==> src/shared/css_regs.svh <==
// Constants of the card session sequencer: offsets, fields, resets, timing.
`ifndef CSS_REGS_SVH
`define CSS_REGS_SVH

// Reference clock rate in MHz.
`define CSS_CLK_MHZ 125
// Activation step of 500 ns, rounded up to whole cycles.
`define CSS_STEP_NS 500
`define CSS_STEP_CYC ((`CSS_STEP_NS * `CSS_CLK_MHZ + 999) / 1000)
// Delay from card reset low to card clock low, 12 us.
`define CSS_DEACT_US 12
`define CSS_DEACT_CYC (`CSS_DEACT_US * `CSS_CLK_MHZ)
// Reset-input clock-gating window, 200 us.
`define CSS_WINDOW_US 200
`define CSS_WINDOW_CYC (`CSS_WINDOW_US * `CSS_CLK_MHZ)
// Card presence debounce, 8 ms.
`define CSS_DEBOUNCE_MS 8
`define CSS_DEBOUNCE_CYC (`CSS_DEBOUNCE_MS * 1000 * `CSS_CLK_MHZ)

// Half-period counts of the card clock divider, minus one.
`define CSS_DIV8_LIM 2'h3
`define CSS_DIV4_LIM 2'h1
`define CSS_DIV2_LIM 2'h0

// Register byte offsets.
`define CSS_REG_EVENT 4'h0
`define CSS_REG_MASK 4'h4
`define CSS_REG_STATE 4'h8

// Event bit positions, shared by the event and mask registers.
`define CSS_EV_INSERT 0
`define CSS_EV_REMOVE 1
`define CSS_EV_FAULT 2
`define CSS_EV_ACTIVE 3
`define CSS_EV_DONE 4
`define CSS_EV_COUNT 5

// Reset values.
`define CSS_EVENT_RST 5'h00
`define CSS_MASK_RST 5'h00

`endif

==> src/logic/css_sequencer_end.sv <==
// Reserved file of the card session sequencer; it holds no logic.

==> src/shared/css_pkg.sv <==
// Types of the card session sequencer.
`default_nettype none
package css_pkg;
    typedef enum logic [2:0] {
        ST_STANDBY,
        ST_RAMP,
        ST_IO,
        ST_CLK,
        ST_ACTIVE,
        ST_DEACT_RST,
        ST_DEACT_IO,
        ST_DEACT_PWR
    } css_state_t;
endpackage : css_pkg
`default_nettype wire

==> src/logic/css_clk_div.sv <==
// Card clock divider with selectable ratio and a stop-low run input.
`timescale 1ns/1ps
`default_nettype none
`include "css_regs.svh"
module css_clk_div (
    // Clock and reset.
    input wire logic ref_clk,
    input wire logic rst_b,
    // Control.
    input wire logic run,
    input wire logic divider_select_hi,
    input wire logic divider_select_lo,
    // Card clock.
    output logic card_clock_out,
    output logic card_clock_bypass
);
    logic [1:0] cnt;
    wire [1:0] sel = {divider_select_hi, divider_select_lo};
    wire div_one = (sel == 2'b10);
    wire [1:0] lim = (sel == 2'b00) ? `CSS_DIV8_LIM :
                     (sel == 2'b01) ? `CSS_DIV4_LIM : `CSS_DIV2_LIM;

    // The divided clock toggles each lim+1 cycles and parks low when stopped.
    always_ff @(posedge ref_clk) begin
        if (!rst_b || !run || div_one) begin
            cnt <= 2'h0;
            card_clock_out <= 1'b0;
        end else if (cnt == lim) begin
            cnt <= 2'h0;
            card_clock_out <= ~card_clock_out;
        end else begin
            cnt <= cnt + 2'h1;
        end
    end

    // Divide by one hands the reference clock to the pad mux instead.
    always_ff @(posedge ref_clk) begin
        if (!rst_b) begin
            card_clock_bypass <= 1'b0;
        end else begin
            card_clock_bypass <= run & div_one;
        end
    end
endmodule : css_clk_div
`default_nettype wire

==> src/logic/css_sequencer.sv <==
// Card session sequencer: activation, deactivation, presence and faults.
//
// Chosen here: the placing of the registers and the strobed register port.
`timescale 1ns/1ps
`default_nettype none
`include "css_regs.svh"

// Overview of operation
// - After reset sit idle: card lines low, host lines released, monitors live.
// - While session request is high, interrupt line shows debounced card presence.
// - Card signals stay low until the card supply reports good.
// - Supply good, then I/O lines, clock 500 ns later, reset 500 ns later.
// - In gating mode the clock starts when reset input falls in window.
// - Gating mode: card reset low until 200 us, then mirrors reset input.
// - Normal mode: clock 500 ns after I/O, reset follows input later.
// - Session end: reset low, clock low 12 us later, I/O low, supply off.
// - Detect removal, main, card supply, regulator undervoltage, overload, heat.
// - Pin current limiting is neither reported nor counted as a fault.
// - Idle with card, main undervoltage pulls interrupt low until recovery.
// - In a session any fault pulls interrupt low and deactivates at once.
// - Insertion raises the interrupt line only after 8 ms of presence.
// - Removal deactivates and drops the interrupt line at once.
// - Card clock is the reference divided by 8, 4, 1 or 2 by select pins.
module css_sequencer #(
    parameter int unsigned WINDOW_CYC = `CSS_WINDOW_CYC,
    parameter int unsigned DEBOUNCE_CYC = `CSS_DEBOUNCE_CYC
) (
    // Clock and reset.
    input wire logic ref_clk,
    input wire logic rst_b,
    // Host control lines.
    input wire logic session_request_n,
    input wire logic host_card_reset_in,
    input wire logic divider_select_hi,
    input wire logic divider_select_lo,
    // Card presence and monitors.
    input wire logic card_detect_pin,
    input wire logic card_supply_good,
    input wire logic main_supply_low,
    input wire logic card_supply_overload,
    input wire logic card_supply_out_of_range,
    input wire logic regulator_input_supply_low,
    input wire logic over_temperature,
    // Card side controls.
    output logic card_supply_en,
    output logic card_lines_en,
    output logic card_clock_out,
    output logic card_clock_bypass,
    output logic card_reset_out,
    // Host side.
    output logic host_lines_release,
    output logic host_int_n,
    // Register port.
    input wire logic [3:0] reg_addr,
    input wire logic [7:0] reg_wdata,
    input wire logic reg_wr,
    input wire logic reg_rd,
    output logic [7:0] reg_rdata,
    output logic irq
);
    css_pkg::css_state_t state;
    css_pkg::css_state_t next_state;
    logic req_prev;
    logic gate_mode;
    logic gate_clk;
    logic window_done;
    logic clk_run;
    logic present;
    logic fault_hold;
    logic [10:0] tmr;
    logic [14:0] win_cnt;
    logic [19:0] deb_cnt;
    logic [`CSS_EV_COUNT-1:0] events;
    logic [`CSS_EV_COUNT-1:0] mask;
    logic [`CSS_EV_COUNT-1:0] ev_set;

    // Session decode and fault gathering.
    wire fault_any = main_supply_low | card_supply_overload |
        card_supply_out_of_range | regulator_input_supply_low |
        over_temperature;
    wire in_session = (state == css_pkg::ST_RAMP) ||
        (state == css_pkg::ST_IO) || (state == css_pkg::ST_CLK) ||
        (state == css_pkg::ST_ACTIVE);
    wire fault_evt = in_session & (fault_any | ~card_detect_pin);
    wire abort = fault_evt | (in_session & session_request_n);
    wire req_fall = req_prev & ~session_request_n;
    wire start = (state == css_pkg::ST_STANDBY) & req_fall & present &
        ~main_supply_low & ~fault_hold;
    wire step_done = (tmr == 11'(`CSS_STEP_CYC - 1));
    wire deact_done = (tmr == 11'(`CSS_DEACT_CYC - 1));
    wire win_end = (win_cnt == 15'(WINDOW_CYC - 1));
    wire deb_end = (deb_cnt == 20'(DEBOUNCE_CYC - 1));
    // Lines stay driven through the clock stop only if they were on, so an
    // abort during the supply ramp never drives the card lines.
    wire lines_on = (state == css_pkg::ST_IO) ||
        (state == css_pkg::ST_CLK) || (state == css_pkg::ST_ACTIVE) ||
        ((state == css_pkg::ST_DEACT_RST) & card_lines_en);
    wire supply_on = in_session || (state == css_pkg::ST_DEACT_RST) ||
        (state == css_pkg::ST_DEACT_IO);

    // Clock run and card reset decode for both activation modes.
    wire gate_start = gate_mode & lines_on & in_session &
        (~host_card_reset_in | win_end | window_done);
    wire normal_clk = ~gate_mode & ((state == css_pkg::ST_CLK) ||
        (state == css_pkg::ST_ACTIVE));
    wire next_clk_run = (in_session & ((gate_mode & (gate_clk | gate_start)) |
        normal_clk)) | ((state == css_pkg::ST_DEACT_RST) & clk_run &
        ~deact_done);
    wire reset_ok = gate_mode ? window_done :
        (state == css_pkg::ST_ACTIVE);
    wire next_card_reset = in_session & reset_ok &
        host_card_reset_in & ~abort;
    wire next_int_n = present & card_detect_pin & ~main_supply_low &
        ~fault_hold & ~fault_evt;

    // Sequencer state transitions.
    always_comb begin
        next_state = state;
        case (state)
            css_pkg::ST_STANDBY: begin
                if (start) begin
                    next_state = css_pkg::ST_RAMP;
                end
            end
            css_pkg::ST_RAMP: begin
                if (abort) begin
                    next_state = css_pkg::ST_DEACT_RST;
                end else if (card_supply_good) begin
                    next_state = css_pkg::ST_IO;
                end
            end
            css_pkg::ST_IO: begin
                if (abort) begin
                    next_state = css_pkg::ST_DEACT_RST;
                end else if (step_done) begin
                    next_state = css_pkg::ST_CLK;
                end
            end
            css_pkg::ST_CLK: begin
                if (abort) begin
                    next_state = css_pkg::ST_DEACT_RST;
                end else if (step_done) begin
                    next_state = css_pkg::ST_ACTIVE;
                end
            end
            css_pkg::ST_ACTIVE: begin
                if (abort) begin
                    next_state = css_pkg::ST_DEACT_RST;
                end
            end
            css_pkg::ST_DEACT_RST: begin
                if (deact_done) begin
                    next_state = css_pkg::ST_DEACT_IO;
                end
            end
            css_pkg::ST_DEACT_IO: begin
                if (step_done) begin
                    next_state = css_pkg::ST_DEACT_PWR;
                end
            end
            css_pkg::ST_DEACT_PWR: begin
                next_state = css_pkg::ST_STANDBY;
            end
            default: begin
                next_state = css_pkg::ST_STANDBY;
            end
        endcase
    end

    // State register and the step timer, which restarts on each move.
    always_ff @(posedge ref_clk) begin
        if (!rst_b) begin
            state <= css_pkg::ST_STANDBY;
            tmr <= 11'h000;
        end else begin
            state <= next_state;
            tmr <= (next_state != state) ? 11'h000 : tmr + 11'h001;
        end
    end

    // Mode is latched from the reset input when the session opens.
    always_ff @(posedge ref_clk) begin
        if (!rst_b) begin
            req_prev <= 1'b1;
            gate_mode <= 1'b0;
        end else begin
            req_prev <= session_request_n;
            if (start) begin
                gate_mode <= host_card_reset_in;
            end
        end
    end

    // The gating window runs from I/O activation for 200 us.
    always_ff @(posedge ref_clk) begin
        if (!rst_b || !in_session) begin
            win_cnt <= 15'h0000;
            window_done <= 1'b0;
            gate_clk <= 1'b0;
        end else begin
            if (gate_start) begin
                gate_clk <= 1'b1;
            end
            if (lines_on && !window_done) begin
                if (win_end) begin
                    window_done <= 1'b1;
                end else begin
                    win_cnt <= win_cnt + 15'h0001;
                end
            end
        end
    end

    // Presence debounce: slow on insertion, immediate on removal.
    always_ff @(posedge ref_clk) begin
        if (!rst_b || !card_detect_pin) begin
            deb_cnt <= 20'h0_0000;
            present <= 1'b0;
        end else if (!present) begin
            if (deb_end) begin
                present <= 1'b1;
            end else begin
                deb_cnt <= deb_cnt + 20'h0_0001;
            end
        end
    end

    // A fault keeps the interrupt low until deactivation ends and the
    // request is back high; a new fault in that cycle wins.
    always_ff @(posedge ref_clk) begin
        if (!rst_b) begin
            fault_hold <= 1'b0;
        end else if (fault_evt) begin
            fault_hold <= 1'b1;
        end else if (state == css_pkg::ST_STANDBY && session_request_n) begin
            fault_hold <= 1'b0;
        end
    end

    // Pin drivers, all registered so that card lines idle low.
    always_ff @(posedge ref_clk) begin
        if (!rst_b) begin
            card_supply_en <= 1'b0;
            card_lines_en <= 1'b0;
            clk_run <= 1'b0;
            card_reset_out <= 1'b0;
            host_lines_release <= 1'b1;
            host_int_n <= 1'b0;
        end else begin
            card_supply_en <= supply_on;
            card_lines_en <= lines_on;
            clk_run <= next_clk_run;
            card_reset_out <= next_card_reset;
            host_lines_release <= ~lines_on;
            host_int_n <= next_int_n;
        end
    end

    // Card clock generation from the reference clock.
    css_clk_div u_clk_div (
        .ref_clk(ref_clk),
        .rst_b(rst_b),
        .run(clk_run),
        .divider_select_hi(divider_select_hi),
        .divider_select_lo(divider_select_lo),
        .card_clock_out(card_clock_out),
        .card_clock_bypass(card_clock_bypass)
    );

    // Event sources for the sticky event register.
    assign ev_set[`CSS_EV_INSERT] = card_detect_pin & ~present & deb_end;
    assign ev_set[`CSS_EV_REMOVE] = present & ~card_detect_pin;
    assign ev_set[`CSS_EV_FAULT] = fault_evt;
    assign ev_set[`CSS_EV_ACTIVE] = (state == css_pkg::ST_CLK) &
        (next_state == css_pkg::ST_ACTIVE);
    assign ev_set[`CSS_EV_DONE] = (state == css_pkg::ST_DEACT_PWR);

    // Register decode.
    wire [`CSS_EV_COUNT-1:0] ev_rst = `CSS_EVENT_RST;
    wire wr_event = reg_wr & (reg_addr == `CSS_REG_EVENT);
    wire wr_mask = reg_wr & (reg_addr == `CSS_REG_MASK);
    wire [7:0] state_word = {present, fault_hold, gate_mode, window_done,
        clk_run, card_lines_en, card_supply_en, card_reset_out};
    wire [7:0] rd_mux = (reg_addr == `CSS_REG_EVENT) ? {3'b000, events} :
        (reg_addr == `CSS_REG_MASK) ? {3'b000, mask} :
        (reg_addr == `CSS_REG_STATE) ? state_word : 8'h00;

    // Sticky event bits: a set in the clearing cycle wins.
    genvar gi;
    generate
        for (gi = 0; gi < `CSS_EV_COUNT; gi = gi + 1) begin : g_event
            always_ff @(posedge ref_clk) begin
                if (!rst_b) begin
                    events[gi] <= ev_rst[gi];
                end else if (ev_set[gi]) begin
                    events[gi] <= 1'b1;
                end else if (wr_event && reg_wdata[gi]) begin
                    events[gi] <= 1'b0;
                end
            end
        end
    endgenerate

    // Mask, read data and interrupt request.
    always_ff @(posedge ref_clk) begin
        if (!rst_b) begin
            mask <= `CSS_MASK_RST;
            reg_rdata <= 8'h00;
            irq <= 1'b0;
        end else begin
            if (wr_mask) begin
                mask <= reg_wdata[`CSS_EV_COUNT-1:0];
            end
            reg_rdata <= reg_rd ? rd_mux : 8'h00;
            irq <= |(events & mask);
        end
    end
endmodule : css_sequencer
`default_nettype wire

==> config.mk <==
export PLATFORM = sky130hd
export DESIGN_NAME = css_sequencer
export DESIGN_NICKNAME = d
export VERILOG_FILES = /design/src/logic/css_sequencer_end.sv /design/src/shared/css_pkg.sv /design/src/logic/css_clk_div.sv /design/src/logic/css_sequencer.sv
export VERILOG_INCLUDE_DIRS = /design/src /design/src/shared
export SDC_FILE = /design/constraint.sdc
export NUM_CORES = 1
export LEC_CHECK = 0
export ABC_AREA = 1
export BUFFER_PORTS_ARGS = -buffer_cell sky130_fd_sc_hd__clkbuf_2
export CAP_MARGIN = 15
export CORE_MARGIN = 3
export CORE_UTILIZATION = 30
export DETAILED_ROUTE_END_ITERATION = 12
export SYNTH_ARGS = -nofsm -noshare
export SYNTH_HDL_FRONTEND = slang
export SYNTH_SLANG_ARGS = --single-unit
==> constraint.sdc <==
create_clock -name ref_clk -period 3.46 [get_ports ref_clk]
set_input_delay 0.519 -clock ref_clk [delete_from_list [all_inputs] [get_ports ref_clk]]
set_output_delay 0.519 -clock ref_clk [all_outputs]
set_load 0.03 [all_outputs]
==> results.sh, run 1 <==
export IMPL_tightest_slew_ns=0.700
export IMPL_fmax_mhz=470
export IMPL_syn_num_nets=627
export IMPL_fin_nets=668
export IMPL_finalMaxSlewViolations=0
export IMPL_firstDrtPassIters=5
export IMPL_wl_mm=9.65
export IMPL_synthTopCellsByArea="dfxtp_1 (40%), nand2_1 (14%), a21oi_1 (5.8%)"
export IMPL_setup_violations=0
export IMPL_swShare_pct=33.5
export IMPL_finalClockSkew_ns=0.00385
export IMPL_grt_setup_unrepaired="false"
export IMPL_insertion_delay_ns=0.33
export IMPL_max_slew_margin_pct=53.2
export IMPL_hpwlAfterDp_mm=7.17
export IMPL_cts_resized=0
export IMPL_leakage_nw=1.70
export IMPL_drt_iter0_drc=209
export IMPL_cts_buffers_inserted=9
export IMPL_worst_path_max_fanout=20
export IMPL_grt_use_met3_pct=3.30
export IMPL_cpPeakStageDelay_ns=0.43
export IMPL_antennaDiodeCount=0
export IMPL_crit_buf_inv=2
export IMPL_grt_pass1_wl_mm=16.8
export IMPL_arrival_ns=2.32
export IMPL_num_vias=3816
export IMPL_grtUsageMet1_pct=17.4
export IMPL_vias_per_cell=4.67
export IMPL_netlist_area_sq_um=4220
export IMPL_cpMaxStageDelayCell="dfxtp_1"
export IMPL_gp_congestion=0.873
export IMPL_top_usage_layer="met2"
export IMPL_yosys_area_top_type="dfxtp_1"
export IMPL_die_width_um=125
export IMPL_cts_tree="built"
export IMPL_cts_setup_buffers=0
export IMPL_synthCells=596
export IMPL_peakVddDrop_mv=0.203
export IMPL_grt_pass1_vias=3618
export IMPL_worst_hold_path_type="in2reg"
export IMPL_overflow=0
export IMPL_start_kind="register"
export IMPL_switchingPower_mw=0.858
export IMPL_postRouteAntennaNets=0
export IMPL_cp_required_ns=3.65
export IMPL_seq_area_frac_synth_pct=39.8
export IMPL_die_area_sq_um=15500
export IMPL_final_period_utilization_pct=61.5
export IMPL_drive_gt1_share_pct=13.9
export IMPL_pwr_share_comb_pct=21.5
export IMPL_path_cells="ha_1 -> nand4_1 -> nor3_1 -> nor2_1 -> nand2_1 -> buf_4 -> inv_1 -> o21ai_0 -> a21oi_1"
export IMPL_grt_max_degree=24
export IMPL_grt_usage_pct=12.7
export IMPL_drv_cap=0
export IMPL_port_buffers=39
export IMPL_cts_hold_buf=0
export IMPL_clkPwrFrac_pct=35.8
export IMPL_htree_levels=3
export IMPL_place_ws_ns=1.16
export IMPL_ios=43
export IMPL_path_class="reg2reg"
export IMPL_antenna_found_initial=0
export IMPL_coreArea_sq_um=13500
export IMPL_yosysWarnings=0
export IMPL_status="complete, no violations"
export IMPL_finalSetupTns_ns=0
export IMPL_clockRootBuffer="clkbuf_16"
export IMPL_synth_top_cell_area_share_pct=39.8
export IMPL_die_y_um=125
export IMPL_start_util_pct=31.2
export IMPL_crit_family="simple AND/OR/NAND/NOR gates"
export IMPL_cts_sink_count=84
export IMPL_area_delta_synth_final_pct=15.4
export IMPL_seqPwrFrac_pct=42.7
export IMPL_drt_wirelength_per_cell_um=11.8
export IMPL_synth_seq_cells=84
export IMPL_cts_buffer_depth=2
export IMPL_setup_ws_ns=1.33
export IMPL_fin_crit_ns=2.13
export IMPL_drc_errors=0
export IMPL_rows=42
export IMPL_synth_cell_types=36
export IMPL_syn_area_per_cell_sq_um=7.08
export IMPL_finalHoldViolations=0
export IMPL_p_per_area_nw_per_um2=525
export IMPL_path_clk_slew_ns=0.06
export IMPL_met2_usage_pct=19.8
export IMPL_power_internal_mw=1.70
export IMPL_end_kind="register"
power groups by stage:
stage	sequential, mW	combinational, mW	clock (mW)
after floorplan	1.12	0.425	0
after global placement	1.11	0.549	0
after detailed placement	1.11	0.552	0
after CTS	1.09	0.555	0.946
after global routing	1.10	0.627	0.988
final	1.09	0.551	0.916
worst register-to-register path, stage by stage, from the launching register on:
cell and delay [ns]:
dfxtp_1 0.43, ha_1 0.30, nand4_1 0.12, nor3_1 0.29, nor2_1 0.09, nand2_1 0.07, buf_4 0.23, inv_1 0.22
o21ai_0 0.15, a21oi_1 0.08
stage by stage:
step	power (mW)	cells	hold WS [ns]	instance area, sq um	utilization (%)
finish	2.56	818	0.379	4870	36.1
global route	2.71	818	0.365	4870	36.1
CTS	2.59	818	0.364	4870	36.1
detailed placement	1.66	802	0.440	4580	33.9
global placement	1.66	802	0.448	4580	33.9
floorplan	1.54	596	0.419	4220	-
synth_stat cells:
library cell  instances
nand2_1             153
dfxtp_1              84
inv_1                59
nor2_1               51
a21oi_1              49
nand3_1              33
nor3_1               22
xor2_1               20
nand4_1              18
o21ai_0              15
nor2_2               14
xnor2_1              14
inv_2                 9
a31oi_1               7
nor3b_1               7
nor4_1                6
buf_4                 4
clkbuf_1              4
ha_1                  4
nand2_2               3
nand3b_1              3
buf_6                 2
nor3_2                2
a2111oi_0             1
a211oi_1              1
a211oi_2              1
a221oi_1              1
a22o_1                1
and2_1                1
and3_1                1
buf_1                 1
buf_2                 1
nand3_2               1
o21ai_1               1
o21bai_1              1
o31ai_4               1
registers in the layout (all words and copies together), names as in the netlist, 2 cells and up:
| name | cells |
|---|---|
| u_clk_div.cnt | 2 |
| events | 5 |
| win_cnt | 15 |
| tmr | 11 |
| deb_cnt | 20 |
| reg_rdata | 8 |
| mask | 5 |
| state | 3 |
path summary, 6_finish.rpt:
check | start | end | slack (ns) | cells past startpoint
max | win_cnt[0]$_SDFFE_PP0P_ | win_cnt[13]$_SDFFE_PP0P_ | 1.33 | 9
min | divider_select_lo | u_clk_div.card_clock_bypass$_SDFF_PN0_ | 0.38 | 2
max reg2reg | win_cnt[0]$_SDFFE_PP0P_ | win_cnt[13]$_SDFFE_PP0P_ | 1.33 | 9
min reg2reg | fault_hold$_SDFFE_PN0P_ | reg_rdata[6]$_SDFF_PP0_ | 0.46 | 2
placed cells by master (no fill, tap or decap), types with 2 or more instances in the layout:
cell type / n
nand2_1: 153
dfxtp_1: 84
inv_1: 59
nor2_1: 51
a21oi_1: 49
clkbuf_2: 39
nand3_1: 33
nor3_1: 22
xor2_1: 20
nand4_1: 18
o21ai_0: 15
xnor2_1: 14
nor2_2: 14
inv_2: 9
clkbuf_16: 9
a31oi_1: 7
nor3b_1: 7
nor4_1: 6
ha_1: 4
nand2_2: 3
nand3b_1: 3
clkinvlp_4: 3
buf_4: 3
nor3_2: 2
clkbuf_8: 2
cells by family after synthesis:
| logic type | Yosys count | share of synthesized area, % |
|---|---|---|
| AO/OA/AOI/OAI | 79 | 10.5 |
| XOR/XNOR | 34 | 7.06 |
| adder cells (fa/ha/maj) | 4 | 1.19 |
| buffers and inverters | 80 | 7.86 |
| flip-flops | 84 | 39.8 |
| AND/OR/NAND/NOR | 315 | 33.5 |
per-layer routing:
metal	share of wire (%)	routed length, um
met4	1.1	102
met2	45	4290
met5	0	0
met1	51	4890
met3	3.7	358
final cells by class:
class | instances | area [sq um]
fill | 1470 | 8630
multi-input combinational | 432 | 2210
sequential | 84 | 1680
inverter | 68 | 255
clock buffer | 11 | 253
tap | 176 | 220
timing repair buffer | 42 | 218
clock inverter | 5 | 36.3
(Power assumes the default switching activity.)
==> run 2, diff against run 1 <==
- ABC_AREA: 1 -> 0
- clock period: 3.46 -> 1.96 ns (I/O delays scaled with it)
==> results.sh, run 2 <==
export IMPL_regMostFlops="deb_cnt"
export IMPL_syn_num_nets=483
export IMPL_netlist_area_sq_um=3900
export IMPL_port_buffers=39
export IMPL_ff2ff_path_depth=5
export IMPL_grt_pass1_vias=3315
export IMPL_finalSetupTns_ns=0
export IMPL_cts_buffer_depth=2
export IMPL_num_vias=3402
export IMPL_final_common_cell="dfxtp_1"
export IMPL_swShare_pct=23.2
export IMPL_netlist_top_cells_count="dfxtp_1 (84), nor2_1 (65), nand2_1 (31), xnor2_1 (23)"
export IMPL_final_cells=684
export IMPL_synth_most_common_cell="dfxtp_1"
export IMPL_reg_top3="deb_cnt x20, win_cnt x15, tmr x11"
export IMPL_drive_gt1_share_pct=17.6
export IMPL_path_clk_slew_ns=0.06
export IMPL_worst_hold_path_type="in2reg"
export IMPL_gp_congestion=0.831
export IMPL_cpMaxStageDelayCell="or4bb_1"
export IMPL_cp_required_ns=2.23
export IMPL_synthCells=452
export IMPL_grt_setup_unrepaired="false"
export IMPL_synth_edf_count=0
export IMPL_ios=43
export IMPL_finalHoldViolations=0
export IMPL_firstDrtPassIters=5
export IMPL_crit_family="simple AND/OR/NAND/NOR gates"
export IMPL_vias_per_cell=4.97
export IMPL_clockRootBuffer="clkbuf_16"
export IMPL_rows=41
export IMPL_drc_errors=0
export IMPL_worst_path_max_fanout=6
export IMPL_seqPwrFrac_pct=50.0
export IMPL_synth_seq_cells=84
export IMPL_dp_cells=668
export IMPL_fin_nets=538
export IMPL_final_period_utilization_pct=94.6
export IMPL_hold_path_depth=3
export IMPL_synthTopCellsByArea="dfxtp_1 (43%), nor2_1 (6.2%), xnor2_1 (5.2%)"
export IMPL_grt_pass1_wl_mm=15.2
export IMPL_largest_reg_flops=20
export IMPL_die_y_um=120
export IMPL_max_slew_margin_pct=68.2
export IMPL_grt_usage_pct=12.6
export IMPL_drt_wirelength_per_cell_um=12.9
export IMPL_finalClockSkew_ns=0.00805
export IMPL_tightest_slew_ns=0.475
export IMPL_postRouteAntennaNets=0
export IMPL_pwr_share_comb_pct=6.5
export IMPL_p_total_mw=3.52
export IMPL_overflow=0
export IMPL_die_width_um=120
export IMPL_path_class="reg2reg"
export IMPL_path_cells="or4bb_1 -> nor4_4 -> nor4b_2 -> a21o_1 -> a21oi_1"
export IMPL_grt_max_degree=22
export IMPL_coreArea_sq_um=12700
export IMPL_antenna_found_initial=0
export IMPL_fmax_mhz=539
export IMPL_start_util_pct=30.8
export IMPL_end_kind="register"
export IMPL_p_per_area_nw_per_um2=749
export IMPL_cts_buffers_inserted=9
export IMPL_cts_tree="built"
export IMPL_cpPeakStageDelay_ns=0.54
export IMPL_drv_cap=0
export IMPL_yosysWarnings=0
export IMPL_leakage_nw=1.68
export IMPL_yosys_area_top_type="dfxtp_1"
export IMPL_start_kind="register"
export IMPL_htree_levels=3
export IMPL_cts_setup_buffers=0
export IMPL_ys_flop_type="dfxtp_1"
export IMPL_drt_iter0_drc=195
export IMPL_wl_mm=8.82
export IMPL_die_area_sq_um=14400
export IMPL_status="complete, no violations"
export IMPL_area_delta_synth_final_pct=20.5
export IMPL_crit_buf_inv=0
export IMPL_insertion_delay_ns=0.33
export IMPL_async_flop_share_pct=0
export IMPL_cts_sink_count=84
export IMPL_arrival_ns=2.12
export IMPL_seq_area_frac_synth_pct=43.1
export IMPL_switchingPower_mw=0.816
export IMPL_synth_top_cell_area_share_pct=43.1
export IMPL_clkPwrFrac_pct=43.6
export IMPL_peakVddDrop_mv=0.469
export IMPL_setup_violations=0
export IMPL_finalMaxSlewViolations=0
export IMPL_synth_cell_types=54
export IMPL_syn_area_per_cell_sq_um=8.64
export IMPL_worst_path_stages=5
export IMPL_power_internal_mw=2.71
export IMPL_antennaDiodeCount=0
export IMPL_hpwlAfterDp_mm=6.36
export IMPL_fin_crit_ns=1.85
export IMPL_final_cell_mix="dfxtp_1 (83), nor2_1 (65), clkbuf_2 (39)"
[run 2: metal layers]
metal	up-vias	global-route usage, %	wire (um)
met5	-	0	0
met4	0	4.58	86
met3	7	2.78	406
met2	82	20.6	4120
met1	1595	16.5	4210
li1	1718	-	-
[run 2: worst paths after layout]
check | from | to | slack, ns
worst max-delay path | win_cnt[13]$_SDFFE_PP0P_ | win_cnt[4]$_SDFFE_PP0P_ | 0.11
worst min-delay path | reg_wdata[4] | mask[4]$_SDFFE_PN0P_ | 0.22
worst max register to register | win_cnt[13]$_SDFFE_PP0P_ | win_cnt[4]$_SDFFE_PP0P_ | 0.11
worst min register to register | gate_clk$_SDFFE_PP0P_ | gate_clk$_SDFFE_PP0P_ | 0.48
[run 2: power by group through the flow]
stage | combinational, mW | sequential [mW] | clock [mW]
finish | 0.228 | 1.76 | 1.54
detailed placement | 0.226 | 1.80 | 0
CTS | 0.227 | 1.76 | 1.58
floorplan | 0.131 | 1.80 | 0
global route | 0.251 | 1.77 | 1.65
global placement | 0.221 | 1.80 | 0
[run 2: worst reg2reg max path, delay by kind of cell (launching register included)]
| kind | cells | cell delay (ns) |
|---|---|---|
| flops | 1 | 0.35 |
| compound gates | 2 | 0.31 |
| simple gates | 3 | 1.15 |
[run 2: what timing repair did]
action,4_1_cts,5_1_grt
hold buffers,0,0
resized for setup,0,6
endpoints found under the setup margin,0,17
[run 2: final cells by class]
| class | instances | area, sq um |
|---|---|---|
| fillers | 1297 | 7970 |
| repair buffers | 61 | 360 |
| inverters | 12 | 45.0 |
| clock inverters | 5 | 27.5 |
| flip-flops and latches | 84 | 1680 |
| well taps | 172 | 215 |
| multi-input cells | 339 | 2130 |
| clock buffers | 11 | 243 |
[run 2: metrics by stage]
stage                     area [sq um]  setup WS (ns)  hold slack (ns)  utilization, %
after floorplan                   3910         0.0989            0.392               -
after global placement            4410         0.0327            0.457            34.8
after global routing              4710        0.00234            0.245            37.1
final                             4710          0.106            0.223            37.1
after detailed placement          4410         0.0237            0.469            34.8
after CTS                         4680         0.0652            0.212            37.0
[run 2: cell families after synthesis]
family | synth area share (%)
and+or+nand+nor | 31.3
DFF | 43.1
AOI/OAI and AO/OA | 10.6
xor gates and xnor gates | 8.75
buffers and inverters | 2.92
muxes | 2.05
adders and majority gates | 1.28
==> run 3, diff against run 2 <==
- CELL_PAD_IN_SITES_DETAIL_PLACEMENT: default -> 0
- CELL_PAD_IN_SITES_GLOBAL_PLACEMENT: default -> 1
- PLACE_DENSITY_LB_ADDON: default -> 0.1
==> results.sh, run 3 (synthesis results as in run 2) <==
export IMPL_status="complete, no violations"
export IMPL_cts_sink_count=84
export IMPL_end_kind="register"
export IMPL_rows=41
export IMPL_drt_iter0_drc=163
export IMPL_cts_hold_buf=0
export IMPL_grt_max_degree=22
export IMPL_cts_buffer_depth=2
export IMPL_ios=43
export IMPL_insertion_delay_ns=0.34
export IMPL_regMostFlops="deb_cnt"
export IMPL_postRouteAntennaNets=0
export IMPL_holdPathEnd="mask[3]$_SDFFE_PN0P_"
export IMPL_grt_usage_pct=14.1
export IMPL_overflow=0
export IMPL_largest_reg_flops=20
export IMPL_vias_per_cell=4.82
export IMPL_rrSetupSlack_ns=0.13
export IMPL_num_vias=3385
export IMPL_grt_pass1_wl_mm=16.2
export IMPL_antenna_found_initial=0
export IMPL_hp_start="reg_wdata[3]"
export IMPL_hold_path_depth=3
export IMPL_grt_setup_unrepaired="false"
export IMPL_finalHoldViolations=0
export IMPL_die_y_um=120
export IMPL_path_class="reg2reg"
export IMPL_postLayoutCellArea_sq_um=4930
export IMPL_start_util_pct=30.8
export IMPL_grt_pass1_vias=3213
export IMPL_hpwlAfterDp_mm=7.04
export IMPL_peakVddDrop_mv=0.374
export IMPL_p_total_mw=3.90
export IMPL_fin_crit_ns=1.83
export IMPL_drv_cap=0
export IMPL_final_cell_mix="dfxtp_1 (84), nor2_1 (65), buf_4 (39), clkbuf_2 (39), nand2_1 (31)"
export IMPL_drive_gt1_share_pct=20.6
export IMPL_cts_setup_buffers=0
export IMPL_finalClockSkew_ns=0.00900
export IMPL_ff2ff_path_depth=6
export IMPL_placed_area_sq_um=4540
export IMPL_cts_resized=0
export IMPL_max_slew_margin_pct=61.9
export IMPL_cts_buffers_inserted=9
export IMPL_htree_levels=3
export IMPL_die_width_um=120
export IMPL_wl_mm=9.67
export IMPL_crit_buf_inv=1
export IMPL_start_kind="register"
export IMPL_port_buffers=39
export IMPL_arrival_ns=2.10
export IMPL_crit_family="simple AND/OR/NAND/NOR gates"
export IMPL_area_delta_synth_final_pct=26.2
export IMPL_drt_wirelength_per_cell_um=13.8
export IMPL_worst_path_stages=6
export IMPL_path_cells="or4bb_1 -> nor4_4 -> buf_4 -> o32a_1 -> o211ai_1 -> nand2_1"
export IMPL_final_common_cell="dfxtp_1"
export IMPL_antennaDiodeCount=0
export IMPL_setup_violations=0
export IMPL_die_area_sq_um=14400
export IMPL_cp_required_ns=2.24
export IMPL_fin_nets=556
export IMPL_firstDrtPassIters=4
export IMPL_coreArea_sq_um=12700
export IMPL_finalSetupTns_ns=0
export IMPL_leakage_nw=1.80
export IMPL_critPathLaunch="win_cnt[13]$_SDFFE_PP0P_"
export IMPL_finalMaxSlewViolations=0
export IMPL_clockRootBuffer="clkbuf_16"
export IMPL_r2r_start="win_cnt[13]$_SDFFE_PP0P_"
export IMPL_r2r_end="clk_run$_SDFF_PN0_"
export IMPL_p_per_area_nw_per_um2=791
export IMPL_final_period_utilization_pct=93.1
export IMPL_gp_congestion=0.738
export IMPL_worst_path_max_fanout=4
export IMPL_reg_top3="deb_cnt x20, win_cnt x15, tmr x11"
export IMPL_drc_errors=0
export IMPL_fin_util_pct=38.9
export IMPL_path_clk_slew_ns=0.06
export IMPL_cts_tree="built"
export IMPL_worst_hold_path_type="in2reg"
export IMPL_cpPeakStageDelay_ns=0.55
export IMPL_tightest_slew_ns=0.564
export IMPL_fmax_mhz=548
export IMPL_fillCellCount=1341
export IMPL_cpMaxStageDelayCell="or4bb_1"
==> run 3: cell count changes in the layout (fill, tap and decap cells not counted), sizes merged <==
cell / before / now
bufinv: 0 / 2
clkinvlp: 1 / 2
clkinv: 5 / 2
buf: 22 / 40
==> run 3: final cells by class <==
class	count	area (sq um)	area share (%)
Clock buffer	11	253	5.13
Clock inverter	5	83.8	1.70
Inverter	12	45.0	0.914
Multi-Input combinational cell	339	2150	43.7
Sequential cell	84	1680	34.1
Tap cell	172	215	4.37
Timing Repair Buffer	79	499	10.1
==> run 3: per-stage QoR <==
step,hold slack [ns],setup slack (ns),instances
detailed placement,0.468,-0.0496,685
global route,0.214,0.00649,702
finish,0.206,0.135,702
floorplan,0.392,0.0989,452
global placement,0.452,-0.0478,685
CTS,0.193,0.0361,701
==> run 3: worst register-to-register path, cell delays in order (launching register included) <==
cell	delay (ns)
dfxtp_1	0.36
or4bb_1	0.55
nor4_4	0.35
buf_4	0.18
o32a_1	0.15
o211ai_1	0.08
nand2_1	0.10
==> run 3: how the worst max path moves through the flow <==
stage,to,slack (ns)
floorplan,tmr[2]$_SDFF_PP0_,0.1
global placement,state[0]$_SDFF_PN0_,-0.05
detailed placement,state[0]$_SDFF_PN0_,-0.05
CTS,win_cnt[13]$_SDFFE_PP0P_,0.04
global route,deb_cnt[2]$_SDFFE_PP0P_,0.006
finish,clk_run$_SDFF_PN0_,0.13
==> run 3: routing by layer <==
layer	share of wire, %	track usage (%)	vias up
met5	0	0	-
met4	1.2	4.94	0
met3	4.0	4.15	9
met2	45	21.2	55
met1	50	19.3	1560
li1	-	-	1761
==> run 3: where the power goes <==
group	switching [mW]	leakage (nW)	internal, mW	total, mW
clock	0.699	0.158	1.19	1.89
combinational	0.150	0.963	0.107	0.257
sequential	0.0242	0.678	1.73	1.76
